`config.mk`:
```
export PLATFORM = sky130hd
export DESIGN_NAME = board_interrupt_vectoring
export DESIGN_NICKNAME = d
export VERILOG_FILES = /design/src/core/board_irq_pkg.sv /design/src/core/tick_divider.sv /design/src/core/request_encoder.sv /design/src/core/board_interrupt_vectoring.sv
export SDC_FILE = /design/constraint.sdc
export NUM_CORES = 1
export LEC_CHECK = 0
export BUFFER_PORTS_ARGS = -buffer_cell sky130_fd_sc_hd__buf_4
export CAP_MARGIN = 20
export CORE_ASPECT_RATIO = 0.8
export CORE_MARGIN = 2
export CORE_UTILIZATION = 50
export DETAILED_ROUTE_END_ITERATION = 10
export GPL_TIMING_DRIVEN = 0
export PLACE_DENSITY = 0.74
export SETUP_SLACK_MARGIN = 0.15
export SYNTH_ARGS = -nofsm -noshare
export SYNTH_HDL_FRONTEND = slang
export SYNTH_SLANG_ARGS = --single-unit
```
`constraint.sdc`:
```
create_clock -name clk -period 7.56 [get_ports clk]
set_input_delay 1.512 -clock clk [delete_from_list [all_inputs] [get_ports clk]]
set_output_delay 1.512 -clock clk [all_outputs]
set_load 0.03 [all_outputs]
```
`src/core/board_irq_pkg.sv`:
```
package board_irq_pkg;

   // ------------------------------------------------------------
   // clock and tick timing
   // ------------------------------------------------------------
   localparam int CLK_HZ = 200_000_000;
   localparam int REF_HZ_50 = 50;
   localparam int REF_HZ_60 = 60;
   // one full reference period; a longest time rounds down
   localparam int TICK_CYCLES_50 = CLK_HZ / REF_HZ_50;
   localparam int TICK_CYCLES_60 = CLK_HZ / REF_HZ_60;
   localparam int TICK_CNT_W = 22;

   // ------------------------------------------------------------
   // port map
   // ------------------------------------------------------------
   // the tick_timer_port of the board, counted from zero
   localparam logic [4:0] TIMER_PORT_IDX = 5'h10;
   localparam int TIMER_IDLE_BIT = 0;
   localparam int N_SRC = 8;
   localparam int N_VI = 8;

   typedef enum logic [1:0] {
      ARB_CHAIN,
      ARB_VI,
      ARB_ADDR
   } arb_mode_t;

   // strap choice for one code byte bit
   typedef enum logic [2:0] {
      SEL_OPEN,
      SEL_GROUND,
      SEL_IDX0,
      SEL_IDX1,
      SEL_IDX2
   } code_sel_t;

   // every pin and strap, as seen after the synchroniser
   typedef struct packed {
      logic port_sel;
      logic port_rd;
      logic port_wr;
      logic [4:0] port_addr;
      logic inta;
      logic [2:0] addr_level;
      logic [7:0] serial_req;
      logic chain_in;
      logic [7:0] vi_n_in;
      logic rate_select_strap;
      logic irq_enable_strap;
      logic main_line_drive_option;
      logic vi_enable;
      logic [2:0] vi_select;
      logic [1:0] arb_mode;
      logic [2:0] board_priority;
      logic [7:0] map_conn;
      logic [23:0] prio_map;
      logic [23:0] code_sel;
   } pins_t;

endpackage

```
`src/core/tick_divider.sv`:
```
`timescale 1ns/1ps
`default_nettype none
module tick_divider #(
   parameter int CYC_A = board_irq_pkg::TICK_CYCLES_50,
   parameter int CYC_B = board_irq_pkg::TICK_CYCLES_60,
   parameter int W = board_irq_pkg::TICK_CNT_W
) (
   input wire logic clk,
   input wire logic rst,
   input wire logic sel_a,
   output logic tick
);

   typedef struct packed {
      logic [W-1:0] cnt;
      logic tick;
   } div_t;

   div_t s_q;
   div_t s_d;
   logic [W-1:0] last;

   // the reference never stops, whatever the timer is doing
   always_comb begin
      s_d = s_q;
      last = sel_a ? W'(CYC_A - 1) : W'(CYC_B - 1);
      s_d.tick = 1'b0;
      if (s_q.cnt >= last) begin
         s_d.cnt = '0;
         s_d.tick = 1'b1;
      end else begin
         s_d.cnt = s_q.cnt + W'(1);
      end
   end

   always_ff @(posedge clk or posedge rst) begin
      if (rst) begin
         s_q <= '0;
      end else begin
         s_q <= s_d;
      end
   end

   assign tick = s_q.tick;

   AST_TICK_SINGLE: assert property (@(posedge clk) disable iff (rst) tick |=> !tick)
      else $error("tick lasted more than one cycle");

endmodule
`default_nettype wire

```
`src/core/request_encoder.sv`:
```
`timescale 1ns/1ps
`default_nettype none
module request_encoder #(
   parameter int N = board_irq_pkg::N_SRC
) (
   input wire logic [N-1:0] req,
   input wire logic [N-1:0] conn,
   input wire logic [3*N-1:0] level_map,
   output logic valid,
   output logic [2:0] index
);

   logic [N-1:0] lvl_req [N];
   logic [N-1:0] level;

   // each source lands on the level its strap names; open sources drop out
   genvar g;
   generate
      for (g = 0; g < N; g++) begin : g_src
         always_comb begin
            lvl_req[g] = '0;
            lvl_req[g][level_map[3*g +: 3]] = req[g] & conn[g];
         end
      end
   endgenerate

   always_comb begin
      level = '0;
      for (int s = 0; s < N; s++) begin
         level = level | lvl_req[s];
      end
   end

   // level 7 is the highest priority
   always_comb begin
      valid = |level;
      index = 3'h0;
      for (int l = 0; l < N; l++) begin
         if (level[l]) begin
            index = 3'(l);
         end
      end
   end

endmodule
`default_nettype wire

```
`src/core/board_interrupt_vectoring.sv`:
```
// What this block does
// - timer trips once per full 50 or 60 Hz reference period, reference always runs.
// - rate strap connected picks 50 Hz, open picks 60 Hz.
// - once tripped, the timer request holds until software resets the timer.
// - any byte written to the tick_timer_port clears and rearms the timer.
// - reading the tick_timer_port gives bit 0 low when tripped, high otherwise.
// - timer request shares the first serial channel's encoder input.
// - eight requests pass a strap mapping; highest active level is the requester.
// - no request reaches the bus without the interrupt-enable strap.
// - requests may drive the main line or one vectored line, never non-maskable.
// - main-line option drives the main line independent of vectored selection.
// - at most one vectored line is driven at a time.
// - a chain input from above and chain output to below are provided.
// - chain input disables this board; while serviced it asserts chain output.
// - arbitration modes are chain only, vectored-line priority, address-line level.
// - code byte goes on the bus in acknowledge only when arbitration allows.
// - vectored mode answers when highest active line's number equals board priority.
// - address mode answers when host level on address bits 1-3 matches.
// - answer is one byte, usable as instruction, identifier or vector.
// - code byte can form restart instructions from restart zero to restart seven.
// - encoder gives three requester-index lines to the code header.
// - open code bits read zero, grounded ones read one.
// - each code bit may be a fixed level or a requester-index line.
`timescale 1ns/1ps
`default_nettype none
module board_interrupt_vectoring #(
   parameter int TICK_CYCLES_50 = board_irq_pkg::TICK_CYCLES_50,
   parameter int TICK_CYCLES_60 = board_irq_pkg::TICK_CYCLES_60
) (
   input wire logic clk,
   input wire logic rst,
   input wire logic port_sel,
   input wire logic [4:0] port_addr,
   input wire logic port_rd,
   input wire logic port_wr,
   output logic [7:0] data_out,
   output logic data_oe,
   input wire logic inta,
   input wire logic [2:0] addr_level,
   input wire logic [7:0] serial_req,
   input wire logic chain_in,
   output logic chain_out,
   output logic int_n_out,
   output logic int_n_oe,
   input wire logic [7:0] vi_n_in,
   output logic [7:0] vi_n_out,
   output logic [7:0] vi_n_oe,
   input wire logic rate_select_strap,
   input wire logic irq_enable_strap,
   input wire logic main_line_drive_option,
   input wire logic vi_enable,
   input wire logic [2:0] vi_select,
   input wire logic [1:0] arb_mode,
   input wire logic [2:0] board_priority,
   input wire logic [7:0] map_conn,
   input wire logic [23:0] prio_map,
   input wire logic [23:0] code_sel
);

   // ------------------------------------------------------------
   // state
   // ------------------------------------------------------------
   typedef struct packed {
      board_irq_pkg::pins_t in1;
      board_irq_pkg::pins_t in2;
      logic wr_prev;
      logic tripped;
      logic [7:0] data_out;
      logic data_oe;
      logic int_oe;
      logic [7:0] vi_oe;
      logic chain_out;
   } state_t;

   state_t s_q;
   state_t s_d;
   board_irq_pkg::pins_t pins_raw;
   board_irq_pkg::pins_t p;
   logic tick;
   logic enc_valid;
   logic [2:0] enc_index;
   logic [7:0] enc_req;
   logic wr_fire;
   logic rd_hit;
   logic req_live;
   logic arb_ok;
   logic ack_win;
   logic [3:0] vi_win;
   logic [7:0] code_byte;

   // ------------------------------------------------------------
   // helpers
   // ------------------------------------------------------------
   function automatic logic code_bit(input logic [2:0] sel, input logic [2:0] idx);
      logic b;
      case (board_irq_pkg::code_sel_t'(sel))
         board_irq_pkg::SEL_GROUND: b = 1'b1;
         board_irq_pkg::SEL_IDX0: b = idx[0];
         board_irq_pkg::SEL_IDX1: b = idx[1];
         board_irq_pkg::SEL_IDX2: b = idx[2];
         default: b = 1'b0;
      endcase
      return b;
   endfunction

   // bit 3 flags any line active; vi line 0 carries priority number 7
   function automatic logic [3:0] vi_number(input logic [7:0] act);
      logic [3:0] r;
      r = 4'h0;
      for (int k = 7; k >= 0; k--) begin
         if (act[k]) begin
            r = {1'b1, 3'(7 - k)};
         end
      end
      return r;
   endfunction

   // ------------------------------------------------------------
   // sub-blocks
   // ------------------------------------------------------------
   // a connected rate strap reads high and picks the slower rate
   tick_divider #(
      .CYC_A(TICK_CYCLES_50),
      .CYC_B(TICK_CYCLES_60),
      .W(board_irq_pkg::TICK_CNT_W)
   ) u_div (
      .clk(clk),
      .rst(rst),
      .sel_a(p.rate_select_strap),
      .tick(tick)
   );

   // timer shares source 0 with the first serial channel; software polls its status
   assign enc_req = p.serial_req | {7'h00, s_q.tripped};

   request_encoder #(
      .N(board_irq_pkg::N_SRC)
   ) u_enc (
      .req(enc_req),
      .conn(p.map_conn),
      .level_map(p.prio_map),
      .valid(enc_valid),
      .index(enc_index)
   );

   // ------------------------------------------------------------
   // next state
   // ------------------------------------------------------------
   always_comb begin
      pins_raw = '{port_sel, port_rd, port_wr, port_addr, inta, addr_level, serial_req, chain_in,
                   vi_n_in, rate_select_strap, irq_enable_strap, main_line_drive_option, vi_enable,
                   vi_select, arb_mode, board_priority, map_conn, prio_map, code_sel};
   end

   assign p = s_q.in2;

   always_comb begin
      s_d = s_q;
      // all pins cross in through two flops; only the second is read
      s_d.in1 = pins_raw;
      s_d.in2 = s_q.in1;
      s_d.wr_prev = p.port_wr;

      wr_fire = p.port_wr & ~s_q.wr_prev & p.port_sel & (p.port_addr == board_irq_pkg::TIMER_PORT_IDX);
      rd_hit = p.port_rd & p.port_sel & (p.port_addr == board_irq_pkg::TIMER_PORT_IDX);

      // the written value is irrelevant; a new trip in the same cycle wins
      if (wr_fire) begin
         s_d.tripped = 1'b0;
      end
      if (tick) begin
         s_d.tripped = 1'b1;
      end

      // chain input from above silences this board's request lines and acknowledge answer; port reads still answer
      req_live = enc_valid & p.irq_enable_strap & ~p.chain_in;
      s_d.int_oe = req_live & p.main_line_drive_option;
      s_d.vi_oe = '0;
      if (req_live && p.vi_enable) begin
         s_d.vi_oe[p.vi_select] = 1'b1;
      end
      s_d.chain_out = p.chain_in | (enc_valid & p.irq_enable_strap);

      vi_win = vi_number(~p.vi_n_in);
      case (board_irq_pkg::arb_mode_t'(p.arb_mode))
         board_irq_pkg::ARB_VI: arb_ok = vi_win[3] & (vi_win[2:0] == p.board_priority);
         board_irq_pkg::ARB_ADDR: arb_ok = (p.addr_level == p.board_priority);
         default: arb_ok = 1'b1;
      endcase
      ack_win = p.inta & req_live & arb_ok;

      for (int b = 0; b < 8; b++) begin
         code_byte[b] = code_bit(p.code_sel[3*b +: 3], enc_index);
      end

      // acknowledge wins over a port read; the bus is released as soon as it ends
      if (ack_win) begin
         s_d.data_oe = 1'b1;
         s_d.data_out = code_byte;
      end else if (rd_hit) begin
         s_d.data_oe = 1'b1;
         s_d.data_out = 8'h00;
         s_d.data_out[board_irq_pkg::TIMER_IDLE_BIT] = ~s_q.tripped;
      end else begin
         s_d.data_oe = 1'b0;
         s_d.data_out = 8'h00;
      end
   end

   always_ff @(posedge clk or posedge rst) begin
      if (rst) begin
         s_q <= '0;
      end else begin
         s_q <= s_d;
      end
   end

   // ------------------------------------------------------------
   // outputs
   // ------------------------------------------------------------
   assign data_out = s_q.data_out;
   assign data_oe = s_q.data_oe;
   assign chain_out = s_q.chain_out;
   // open-drain lines only ever pull low; the non-maskable line has no driver here
   assign int_n_out = 1'b0;
   assign int_n_oe = s_q.int_oe;
   assign vi_n_out = 8'h00;
   assign vi_n_oe = s_q.vi_oe;

   // ------------------------------------------------------------
   // checks
   // ------------------------------------------------------------
   AST_TRIP_STICKY: assert property (@(posedge clk) disable iff (rst)
      s_q.tripped && !wr_fire |=> s_q.tripped)
      else $error("timer request dropped without a reset write");

   AST_WRITE_CLEARS: assert property (@(posedge clk) disable iff (rst)
      wr_fire && !tick |=> !s_q.tripped)
      else $error("port write did not clear the timer");

   AST_TICK_SETS: assert property (@(posedge clk) disable iff (rst)
      tick |=> s_q.tripped)
      else $error("tick did not trip the timer");

   AST_READ_BIT0: assert property (@(posedge clk) disable iff (rst)
      rd_hit && !ack_win |=> data_oe && (data_out[0] == !$past(s_q.tripped)) && (data_out[7:1] == 7'h00))
      else $error("timer port read returned a wrong value");

   AST_NO_IRQ_WITHOUT_ENABLE: assert property (@(posedge clk) disable iff (rst)
      !p.irq_enable_strap |=> !int_n_oe && (vi_n_oe == 8'h00))
      else $error("request drove the bus while interrupts are disabled");

   AST_ONE_VI: assert property (@(posedge clk) disable iff (rst)
      $onehot0(vi_n_oe))
      else $error("more than one vectored line driven");

   AST_CHAIN_BLOCKS: assert property (@(posedge clk) disable iff (rst)
      p.chain_in |=> chain_out && !int_n_oe && (vi_n_oe == 8'h00))
      else $error("chain input did not disable this board");

   AST_CODE_ONLY_WON: assert property (@(posedge clk) disable iff (rst)
      $rose(data_oe) |-> $past(ack_win) || $past(rd_hit))
      else $error("data bus driven outside a won acknowledge or port read");

   AST_ADDR_MATCH: assert property (@(posedge clk) disable iff (rst)
      ack_win && (p.arb_mode == 2'h2) |=> data_oe && ($past(p.addr_level) == $past(p.board_priority)))
      else $error("address mode answered a foreign level");

   AST_REFUSED_SILENT: assert property (@(posedge clk) disable iff (rst)
      p.inta && !arb_ok && !rd_hit |=> !data_oe)
      else $error("code byte driven although arbitration failed");

   AST_VI_SELECTED: assert property (@(posedge clk) disable iff (rst)
      req_live && p.vi_enable |=> vi_n_oe == (8'h01 << $past(p.vi_select)))
      else $error("wrong vectored line driven");

   AST_MAIN_OPTION: assert property (@(posedge clk) disable iff (rst)
      !p.main_line_drive_option |=> !int_n_oe)
      else $error("main line driven with its option off");

   AST_BUS_RELEASE: assert property (@(posedge clk) disable iff (rst)
      !ack_win && !rd_hit |=> !data_oe)
      else $error("data bus held after the cycle ended");

   AST_CHAIN_SERVICED: assert property (@(posedge clk) disable iff (rst)
      enc_valid && p.irq_enable_strap |=> chain_out)
      else $error("pending request did not hold off lower boards");

   AST_CODE_OPEN: assert property (@(posedge clk) disable iff (rst)
      ack_win && (p.code_sel == 24'h00_0000) |=> data_out == 8'h00)
      else $error("open code header did not read zero");

   AST_CODE_GROUND: assert property (@(posedge clk) disable iff (rst)
      ack_win && (p.code_sel == 24'h24_9249) |=> data_out == 8'hFF)
      else $error("grounded code header did not read all ones");

   COV_TICK_CLEAR: cover property (@(posedge clk) disable iff (rst) tick ##[1:20] wr_fire);
   COV_VI_WIN: cover property (@(posedge clk) disable iff (rst) ack_win && (p.arb_mode == 2'h1));
   COV_ADDR_WIN: cover property (@(posedge clk) disable iff (rst) ack_win && (p.arb_mode == 2'h2));
   COV_CHAIN_HOLD: cover property (@(posedge clk) disable iff (rst) p.chain_in && enc_valid);

endmodule
`default_nettype wire

```
Word-level counts from Yosys, hierarchy flattened
Cells that the tools add are included.

storage, ports and cells
  register bits after elaboration = 238
  input port bits = 99
  output and inout bits = 28
  logic and storage cells = 206

cells by class
  add/sub/neg operators = 1
  $lt $le $gt $ge = 19
  equal/unequal tests = 37
  multiplexer cells = 50
  bitwise logic cells = 40
  reductions and logical operators = 12

operator list
  kind                                                                                 count
  8-bit AND                                                                            8
  8-bit bitwise OR                                                                     7
  3-bit by 2-bit equality test with 1-bit output, second input constant                16
  3-bit by 4-bit < comparator with 1-bit output, second input constant                 9
  4-bit 2-to-1 mux                                                                     8
  1-bit one-hot mux with 4 select lines                                                8
  1-bit demux with 3-bit select                                                        9
  3-bit by 1-bit greater-or-equal comparator with 1-bit output, second input constant  9
  3-bit by 1-bit equality test with 1-bit output, second input constant                8
  3-bit equality test, second input constant                                           8
  22-bit by 1-bit adder with 22-bit output, second input constant                      1
  22-bit greater-or-equal comparator                                                   1
  22-bit 2-to-1 mux                                                                    1
  20-bit 2-to-1 mux                                                                    1
  1-bit AND                                                                            19
  3-bit 2-to-1 mux                                                                     6
  1-bit 2-to-1 mux                                                                     13
  1-bit logical AND                                                                    10
  9-bit 2-to-1 mux                                                                     1
  8-bit 2-to-1 mux                                                                     1
  8-bit NOT                                                                            1
  8-bit by 1-bit bitwise OR with 8-bit output                                          1
  8-bit OR reduction                                                                   1
  3-bit equality test                                                                  2
  8 further kinds                                                                      10

Logic depth before layout (Yosys ltp)
Gate-level depths: netlist (run 1).

  depth in word-level cells = 21
  depth in mapped cells = 11
  mapped depth without buffers = 10

Cells and area by module
From an unflattened synthesis (run 1), not the netlist that was laid out.

unflattened totals
  cell total of the unflattened synthesis = 611
  area, all modules = 8,319.2 µm²

by module, submodules not included
  module                     times used  cells an instance  area an instance (µm²)  sequential area each (µm²)
  board_interrupt_vectoring  1           352                6,206.0                 5,380.2
  tick_divider               1           150                1,470.2                 575.6
  request_encoder            1           109                643.1                   0.0

Worst setup path after synthesis (run 1)
OpenSTA, ideal clock, no wires.

  path kind = register to register
  from = register s_q, in the netlist p[82]
  to = register s_q, in the netlist data_out[0]
  library setup time = 0.125 ns
  data arrival time = 1.964 ns
  required time = 7.435 ns
  slack = 5.471 ns
  stages on the path, launching flop included = 9
  buffers on the path = 0
  period minus slack after synthesis = 2.089 ns
  cells stage by stage = dfrtp_1 -> nand3_1 -> o32ai_1 -> nor3_1 -> nand3_1 -> a2111oi_2 -> a311oi_2 -> nand3_4 -> mux2_4

RTL lines
  what                    line                              source
  from (decl)             board_interrupt_vectoring.sv:75   state_t s_q;
  from (signal assigned)  board_interrupt_vectoring.sv:212  s_q <= '0;
  from (signal assigned)  board_interrupt_vectoring.sv:214  s_q <= s_d;

==> key figures, run 1 <==
Min path
  • HP Class: flop to flop
  • Hold Crit Depth: 0

Setup path
  • CP delay by family, top: simple AND/OR/NAND/NOR gates
  • Crit start category: flop
  • Cell count along the critical path: 8
  • Slowest cell on the critical path: nor4b_4
  • Worst R2R Path Depth: 8
  • Worst EP required: about 8000 ps
  • Crit Path Class: flop to flop
  • Crit-path cells: nand3_1 -> o22ai_1 -> nor2_1 -> nand3_2 -> nor4b_4 -> a311oi_2 -> nand3_4 -> mux2_4
  • Max incr delay on CP: 630 ps
  • Top fanout value on the critical path: 10
  • Buf+Inv Stages, Crit Path: 0
  • Critical path arrival: 3080 ps
  • CP endpoint kind: flop

Pwr
  • Clock share of power: 42.1%
  • Sw Share: 21.4%
  • PwrDens: 255 mW/mm^2
  • Logic pwr share: 6.4%
  • Pint: 2.07 mW
  • Leak: 4.86 nW
  • Final Power: 2.63 mW
  • Flop pwr share: 51.6%
  • Sw power: 0.562 mW
  • Worst vdd ir: about 190 uV

Cells and area
  • Share of cells above drive strength 1: between 20% and 30%
  • Nets: about 860
  • Register area: 0.00596 sq mm
  • # fillers: 1205
  • Multi-input logic area: between 0.002 and 0.0025 sq mm
  • Ant. Diodes: 0
  • Post-route design area: 0.0103 sq mm
  • Area Overhead vs Synth: 24.9%

Floorplanning
  • Row count: 42
  • IO Pins: 127
  • Width of the die: around 150 um
  • Initial Util: 50.6%
  • Die H: 119 um
  • Die area: ~0.018 sq mm
  • Core area: 0.0163 sq mm

Placement
  • Final Wtd Congestion: 0.864
  • HPWL Detailed: approximately 10 mm
  • Pre-CTS setup slack: 4670 ps
  • I/O Buffers: ~120
  • Placed cell areas: 0.00958 sq mm

Flow run
  • Max-Cap Viols: 0

Clock tree
  • PostCTS Resize Cnt: 0
  • Clock tree from TritonCTS: built
  • CTS root buffer: clkbuf_16
  • Clock transition at path regs: 60 ps
  • CTS Buf Count: 23
  • CTS sink cnt: 238
  • Clk Latency, worst-skew pair: 500 ps
  • Hold Buf Count CTS: 0
  • Clock buffer depth: 3
  • Post-CTS setup buffer count: 0
  • H-tree depth: 1

Synthesis
  • Yosys reg bits: about 240
  • Primary FF master, synth: dfrtp_1
  • Post-Syn Instances: slightly below 600
  • Synthesized cell area: 0.00826 sq mm
  • Ys async rst share: 100%
  • Number of enable flip-flop cells after synthesis: 0
  • Mapped Avg Cell Area: around 14 sq um
  • Sequential share of the synthesized area: 72.1%
  • Synth cell types: 54
  • Synth Warn #: 0

GRT
  • Met2 GRT Util: 28.3%
  • Vias in the first global route: between 5000 and 6000
  • Grt met1 use: 25.1%
  • Initial antenna violation count: 0
  • Global route overflow: 0
  • Largest net degree at the start of global routing: 46
  • Global routing usage on met3: 3.07%
  • GRT Util Overall: between 10% and 20%
  • First-pass GRT wire length: 24.6 mm
  • Most used routing layer in global routing: met2

Drt
  • Vias per cell: about 5
  • DR iter-0 viols: 214
  • Post-Route WL: 14.7 mm
  • Routed WL per cell: 15.0 um
  • DRC: 0
  • Routed Antenna Nets: 0
  • First-pass DRT Iterations: 5
  • Via count: around 5000

Timing
  • Worst rel slew slack: 43.6%
  • Final worst slack: roughly 4800 ps
  • Final-report setup violation count: 0
  • Fin crit share: a little over a third
  • Fmax: 369 MHz
  • Unrepaired setup endpoints after global routing: false
  • Setup TNS: 0 ps
  • Min Tclk post-route: 2710 ps
  • Final Hold Fails: 0
  • Clk_skew: 15.0 ps
  • Final Max Slew Viols: 0
  • Worst-margin pin slew: 841 ps

Run status
  • Outcome: complete, no violations
[synth_stat cells, types with 2 or more instances]
cell      number  area (sq um)
and2_1         2          12.5
nor2b_1        5          31.3
nand2b_2       2          17.5
nor3b_1        7          52.6
nor3_1        15          75.1
a21o_1         5          37.5
or3_1          2          12.5
nor3_4         2          32.5
a41oi_1        2          17.5
o32ai_1        3          26.3
buf_4         25           188
xnor2_1       11          96.3
a21oi_1        4          20.0
and3_1         8          50.1
nand2b_1      12          75.1
nor2_1        57           214
clkbuf_1       2          7.51
a31oi_1        9          56.3
nand2_1       24          90.1
dfrtp_1      238          5960
o21ai_1        2          10.0
a311oi_1       3          26.3
nand3_1       38           190
nand3b_1      14           105
o21ai_0        6          30.0
ha_1          15           188
inv_1         12          45.0
nand4_1        4          25.0
or4b_1         7          70.1
o22ai_1       13          81.3
xor2_1        14           123
nand3_2        4          40.0
and4_1         3          26.3
[sequential cells by signal (all words and copies together), names as in the netlist]
name        flops
chain_out       1
data_oe         1
data_out        8
int_n_oe        1
p              97
s_d            97
s_q             2
u_div.s_q      22
u_div.tick      1
vi_n_oe         8
[area by class of cell]
cell class	instances	area share, %
multi-input cells	322	20.3
well taps	220	2.67
repair buffers	123	9.75
clock inverters	8	0.921
plain buffers	27	1.89
flip-flops and latches	238	57.7
inverters	12	0.473
clock buffers	31	6.26
[through the flow]
step / instances / hold slack, ps / util (%)
global route: 981 / 351 / 63.1
floorplan: 599 / 331 / -
CTS: 981 / 347 / 63.1
global placement: 936 / 333 / 57.8
detailed placement: 942 / 335 / 58.6
finish: 981 / 344 / 63.1
[cells by family after synthesis]
family                     synth area share [%]
DFF                                        72.1
buffers and inverters                      2.91
other                                    0.0454
and+or+nand+nor                            15.1
muxes                                     0.182
AOI/OAI and AO/OA                          4.78
adders and majority gates                  2.27
xor gates and xnor gates                   2.65
[placed cells by master, fill, tap and decap left out, types with 11 or more instances in the layout]
master	count
nand2b_1	12
nor3_1	15
nand3_1	38
o22ai_1	13
nand3b_1	14
buf_4	142
xnor2_1	11
nor2_1	57
nand2_1	24
clkbuf_16	23
dfrtp_1	238
ha_1	15
inv_1	11
xor2_1	14
[power by group through the flow]
stage          clock (mW)  sequential (mW)  combinational (mW)
6_report             1.11             1.36               0.167
5_1_grt              1.19             1.36               0.186
2_1_floorplan           0             1.37              0.0908
3_3_place_gp            0             1.38               0.155
4_1_cts              1.14             1.36               0.170
3_5_place_dp            0             1.38               0.169
[final timing paths]
path                          endpoint    start  slack [ps]
hold reg to reg                  p[27]  s_d[48]         340
min in group asynchronous     s_d[101]      rst        1040
max in group asynchronous      s_d[86]      rst        5230
setup reg to reg           data_out[0]    p[80]        4850
setup / recovery           data_out[0]    p[80]        4850
hold / removal                   p[27]  s_d[48]         340
[layer usage]
layer | vias to the layer above | part of all wire (%)
met3 | 25 | 5.8
met5 | - | 0
met4 | 0 | 1.9
met1 | 2458 | 45
li1 | 2328 | -
met2 | 142 | 48
(Power assumes the default switching activity.)
==> inputs of run 2 (changes only) <==
- clock period: 7.56 -> 2.3 ns (I/O delays scaled with it)
==> key figures, run 2 (synthesized netlist as in run 1, its figures left out) <==
Clock tree
  • H-tree depth: 1
  • CTS root buffer: clkbuf_16
  • Clk Latency, worst-skew pair: around 500 ps
  • Clock tree from TritonCTS: built
  • CTS sink cnt: 238
  • Clock transition at path regs: 70 ps
  • CTS Buf Count: 23
  • Clock buffer depth: 3

Floorplanning
  • Row count: 42
  • IO Pins: 127
  • Width of the die: 148 um
  • Die H: 119 um
  • Die area: approximately 0.018 sq mm
  • Core area: 0.0163 sq mm
  • Initial Util: between 50 and 60%

Timing
  • Final worst slack: -50.7 ps
  • Final-report setup violation count: 1
  • Worst rel slew slack: 56.0%
  • Fin crit share: 102%
  • Unrepaired setup endpoints after global routing: true
  • Clk_skew: about 16 ps
  • Final Max Slew Viols: 0
  • Worst-margin pin slew: 654 ps
  • Final Hold Fails: 0
  • Min Tclk post-route: 2350 ps
  • Fmax: 425 MHz
  • Setup TNS: -50.7 ps

Drt
  • DR iter-0 viols: roughly 220
  • Routed WL per cell: 15.7 um
  • Routed Antenna Nets: 0
  • DRC: 0
  • Via count: ~5200
  • First-pass DRT Iterations: 4
  • Post-Route WL: 16.0 mm
  • Vias per cell: 5.10

Setup path
  • Crit start category: flop
  • Critical path arrival: 2720 ps
  • Worst R2R Path Depth: 10
  • Top fanout value on the critical path: 8
  • Crit Path Class: flop to flop
  • Worst EP required: 2670 ps
  • End point of the critical path: data_out[0]
  • R2r endpoint: data_out[0]
  • CP endpoint kind: flop
  • CP Launch Point: p[34]
  • R2R Setup Slk: -50 ps
  • R2R Path Start: p[34]

Pwr
  • Logic pwr share: 7.6%
  • Final Power: 8.79 mW
  • Flop pwr share: 50.8%
  • Clock share of power: 41.6%
  • Worst vdd ir: approximately 640 uV
  • PwrDens: between 700 and 800 mW/mm^2
  • Sw Share: a little over a fifth
  • Leak: 5.08 nW
  • Pint: roughly 7 mW
  • Sw power: 1.91 mW

Run status
  • Outcome: complete, but fails checks
  • Failing checks: negative setup slack

Cells and area
  • Most common cell after layout, fill and taps aside: dfrtp_1
  • Nets: 894
  • Most frequent cells in the layout: dfrtp_1, buf_4, nand3_1, nor2_1, clkbuf_16
  • Share of cells above drive strength 1: 38.7%
  • Post-route design area: 0.0111 sq mm
  • Final std cells w/o fill: 1014
  • Ant. Diodes: 0
  • Area Overhead vs Synth: 34.7%

GRT
  • Vias in the first global route: 5172
  • Initial antenna violation count: 0
  • Largest net degree at the start of global routing: 46
  • Global route overflow: 0
  • First-pass GRT wire length: 25.4 mm
  • GRT Util Overall: between 15 and 20%

Placement
  • Final Wtd Congestion: 0.864
  • Placed insts: 942
  • I/O Buffers: 117
  • HPWL Detailed: 10.4 mm
  • Placed cell areas: 0.00958 sq mm

Flow run
  • Max-Cap Viols: 0

Min path
  • HP Class: input pin to flop
## run 2: how the worst min path moves through the flow
stage          slack [ps]        to               from  cells after the start
4_1_cts                40  s_d[107]      addr_level[1]                      1
3_3_place_gp          330     p[16]            s_d[37]                      0
3_5_place_dp          330     p[13]            s_d[34]                      0
5_1_grt                40   s_d[78]  board_priority[1]                      1
2_1_floorplan         330      p[0]            s_d[21]                      0
6_report               60   s_d[78]  board_priority[1]                      1
## run 2: layer usage
metal  share of wire, %  global-route usage [%]  up-vias
li1                   -                       -     2392
met1                 43                    25.1     2589
met2                 49                    30.0      162
met3                5.6                    3.07       29
met4                2.1                    5.23        0
met5                  0                       0        -
## run 2: metrics by stage
step	setup WS (ps)	hold WS (ps)	utilization (%)
5_1_grt	-136	39.5	68.1
4_1_cts	12.4	40.8	64.9
2_1_floorplan	-1280	331	-
6_report	-50.7	62.4	68.1
3_3_place_gp	-2220	333	57.8
3_5_place_dp	-371	335	58.6
## run 2: critical path, stage by stage (launching register included)
cell	delay [ps]
dfrtp_1	410
buf_4	150
nand2_1	100
o22ai_1	90
nor2_1	160
nand3_2	150
buf_4	160
a21oi_1	210
o21ai_4	170
a311o_1	340
mux2_4	270
## run 2: timing repair
| item | 4_1_cts | 5_1_grt |
|---|---|---|
| gates cloned | 0 | 2 |
| setup endpoints to repair | 42 | 40 |
| resized for setup | 32 | 84 |
| hold endpoints to repair | 18 | 0 |
| pin swaps | 24 | 39 |
| buffers inserted | 17 | 13 |
| hold buffers | 1 | 0 |
## run 2: final cells by class
| cell class | instances | area, sq um |
|---|---|---|
| multi-input combinational | 322 | 2550 |
| clock inverter | 8 | 95.1 |
| fill | 1120 | 5210 |
| tap | 220 | 275 |
| buffer | 27 | 228 |
| sequential | 238 | 5960 |
| inverter | 12 | 51.3 |
| clock buffer | 31 | 646 |
| timing repair buffer | 156 | 1330 |
## run 2: power by group through the flow
stage | Clock [mW] | Sequential (mW) | Combinational [mW]
2_1_floorplan | 0 | 4.52 | 0.298
3_3_place_gp | 0 | 4.53 | 0.511
3_5_place_dp | 0 | 4.53 | 0.555
4_1_cts | 3.75 | 4.46 | 0.631
5_1_grt | 3.93 | 4.48 | 0.730
6_report | 3.65 | 4.47 | 0.670
==> inputs of run 3 (changes only) <==
- BUFFER_PORTS_ARGS: -buffer_cell sky130_fd_sc_hd__buf_4 -> -buffer_cell sky130_fd_sc_hd__buf_2
==> key figures, run 3 (synthesized netlist as in run 1, its figures left out) <==
Floorplanning
  • IO Pins: approximately 130
  • Die area: 0.0176 sq mm
  • Width of the die: 148 um
  • Core area: 0.0163 sq mm
  • Die H: roughly 120 um
  • Row count: 42
  • Initial Util: between 50% and 60%

Drt
  • Post-Route WL: 15.7 mm
  • Via count: 5120
  • Routed WL per cell: 15.5 um
  • DR iter-0 viols: 226
  • Routed Antenna Nets: 0
  • First-pass DRT Iterations: 5
  • DRC: 0
  • Vias per cell: 5.05

Pwr
  • Worst vdd ir: 668 uV
  • Final Power: 9.34 mW
  • PwrDens: 859 mW/mm^2
  • Leak: 5.05 nW

Clock tree
  • Clk Latency, worst-skew pair: 490 ps
  • CTS sink cnt: between 200 and 250
  • Clock transition at path regs: 70 ps
  • Clock buffer depth: 3
  • H-tree depth: 1
  • Clock tree from TritonCTS: built
  • CTS Buf Count: 23
  • CTS root buffer: clkbuf_16

Timing
  • Fin crit share: 97.3%
  • Clk_skew: 11.5 ps
  • Final Hold Fails: 0
  • Setup TNS: 0 ps
  • Final worst slack: 61.5 ps
  • Final-report setup violation count: 0
  • Min Tclk post-route: 2240 ps
  • Final Max Slew Viols: 0
  • Unrepaired setup endpoints after global routing: true
  • Worst-margin pin slew: 698 ps
  • Fmax: about 450 MHz
  • Worst rel slew slack: between 50% and 60%

Setup path
  • Worst EP required: approximately 2700 ps
  • Top fanout value on the critical path: 6
  • Crit Path Class: flop to flop
  • Crit start category: flop
  • CP endpoint kind: flop
  • Critical path arrival: around 2600 ps

Cells and area
  • Post-layout util: 66.5%
  • # fillers: 1150
  • Final std cells w/o fill: just over 1000
  • Most frequent cells in the layout: dfrtp_1, buf_2, buf_4, nor2_1, nand3_1
  • Share of cells above drive strength 1: around 38%
  • Ant. Diodes: 0
  • Area Overhead vs Synth: 31.5%
  • Most common cell after layout, fill and taps aside: dfrtp_1
  • Nets: 891

Placement
  • I/O Buffers: 117
  • HPWL Detailed: 10.3 mm
  • Final Wtd Congestion: roughly 0.87
  • Pre-CTS setup slack: -448 ps
  • Placed insts: around 940

GRT
  • Most used routing layer in global routing: met2
  • Global routing usage on met3: 4.14%
  • Initial antenna violation count: 1
  • GRT Util Overall: 18.0%
  • Largest net degree at the start of global routing: 49
  • First-pass GRT wire length: 25.4 mm
  • Met2 GRT Util: between 20 and 30%
  • Grt met1 use: 24.5%
  • Global route overflow: 0
  • Vias in the first global route: 5240

Flow run
  • Max-Cap Viols: 0

Run status
  • Outcome: complete, no violations

Min path
  • HP Class: input pin to flop
==> run 3: changes by cell type in the layout (fill, tap and decap cells not counted), sizes merged <==
cell,previous run,this run
buf,180,178
clkbuf,33,30
clkinv,4,3
clkinvlp,3,2
bufinv,2,7
inv,11,12
==> run 3: worst paths after layout <==
check	endpoint	slack, ps	cells past startpoint	start
max in group asynchronous	data_oe	770	6	rst
min in group asynchronous	s_d[68]	530	3	rst
setup reg to reg	u_div.s_q[20]	60	9	p[67]
setup / recovery	u_div.s_q[20]	60	9	p[67]
hold / removal	s_d[107]	70	1	addr_level[1]
hold reg to reg	p[83]	340	0	s_d[104]
==> run 3: repair_timing <==
action,CTS,global route
cloned,0,2
buffers inserted,19,8
resized for setup,39,68
setup endpoints to repair,42,41
endpoints found under the hold margin,14,0
hold buffers,1,0
pin swaps,30,26
==> run 3: critical path, stage by stage (launching register included) <==
cell and delay, ps:
dfrtp_2 470, buf_6 160, ha_1 290, and4b_1 200
nand3_1 70, o21ai_1 150, a31oi_2 140, o22ai_4 340
clkbuf_16 250, nor2_4 40
==> run 3: power by group <==
group / leakage, nW / switching, mW / total, mW / internal (mW)
logic: 1.76 / 0.337 / 0.612 / 0.275
registers: 2.85 / 0.0960 / 4.46 / 4.37
clock network: 0.430 / 1.51 / 4.26 / 2.75
==> run 3: layer usage <==
| metal | part of all wire, % | wire [um] |
|---|---|---|
| met4 | 1.6 | 257 |
| met5 | 0.083 | 13 |
| met3 | 6.8 | 1070 |
| met1 | 42 | 6630 |
| met2 | 49 | 7700 |
==> run 3: cell type report <==
| type | count | area, sq um | share of cell area (%) |
|---|---|---|---|
| Timing Repair Buffer | 153 | 986 | 9.07 |
| Buffer | 27 | 218 | 2.00 |
| Inverter | 12 | 51.3 | 0.472 |
| Multi-Input combinational cell | 322 | 2500 | 23.0 |
| Clock buffer | 29 | 638 | 5.87 |
| Sequential cell | 238 | 5960 | 54.8 |
| Tap cell | 220 | 275 | 2.53 |
| Clock inverter | 12 | 245 | 2.26 |
==> run 3: per-stage QoR <==
step | instance area (sq um) | hold WS (ps)
after global placement | 9160 | 333
after floorplan | 8300 | 331
after global routing | 10900 | 48.1
after CTS | 10500 | 49.8
final | 10900 | 68.1
after detailed placement | 9280 | 335
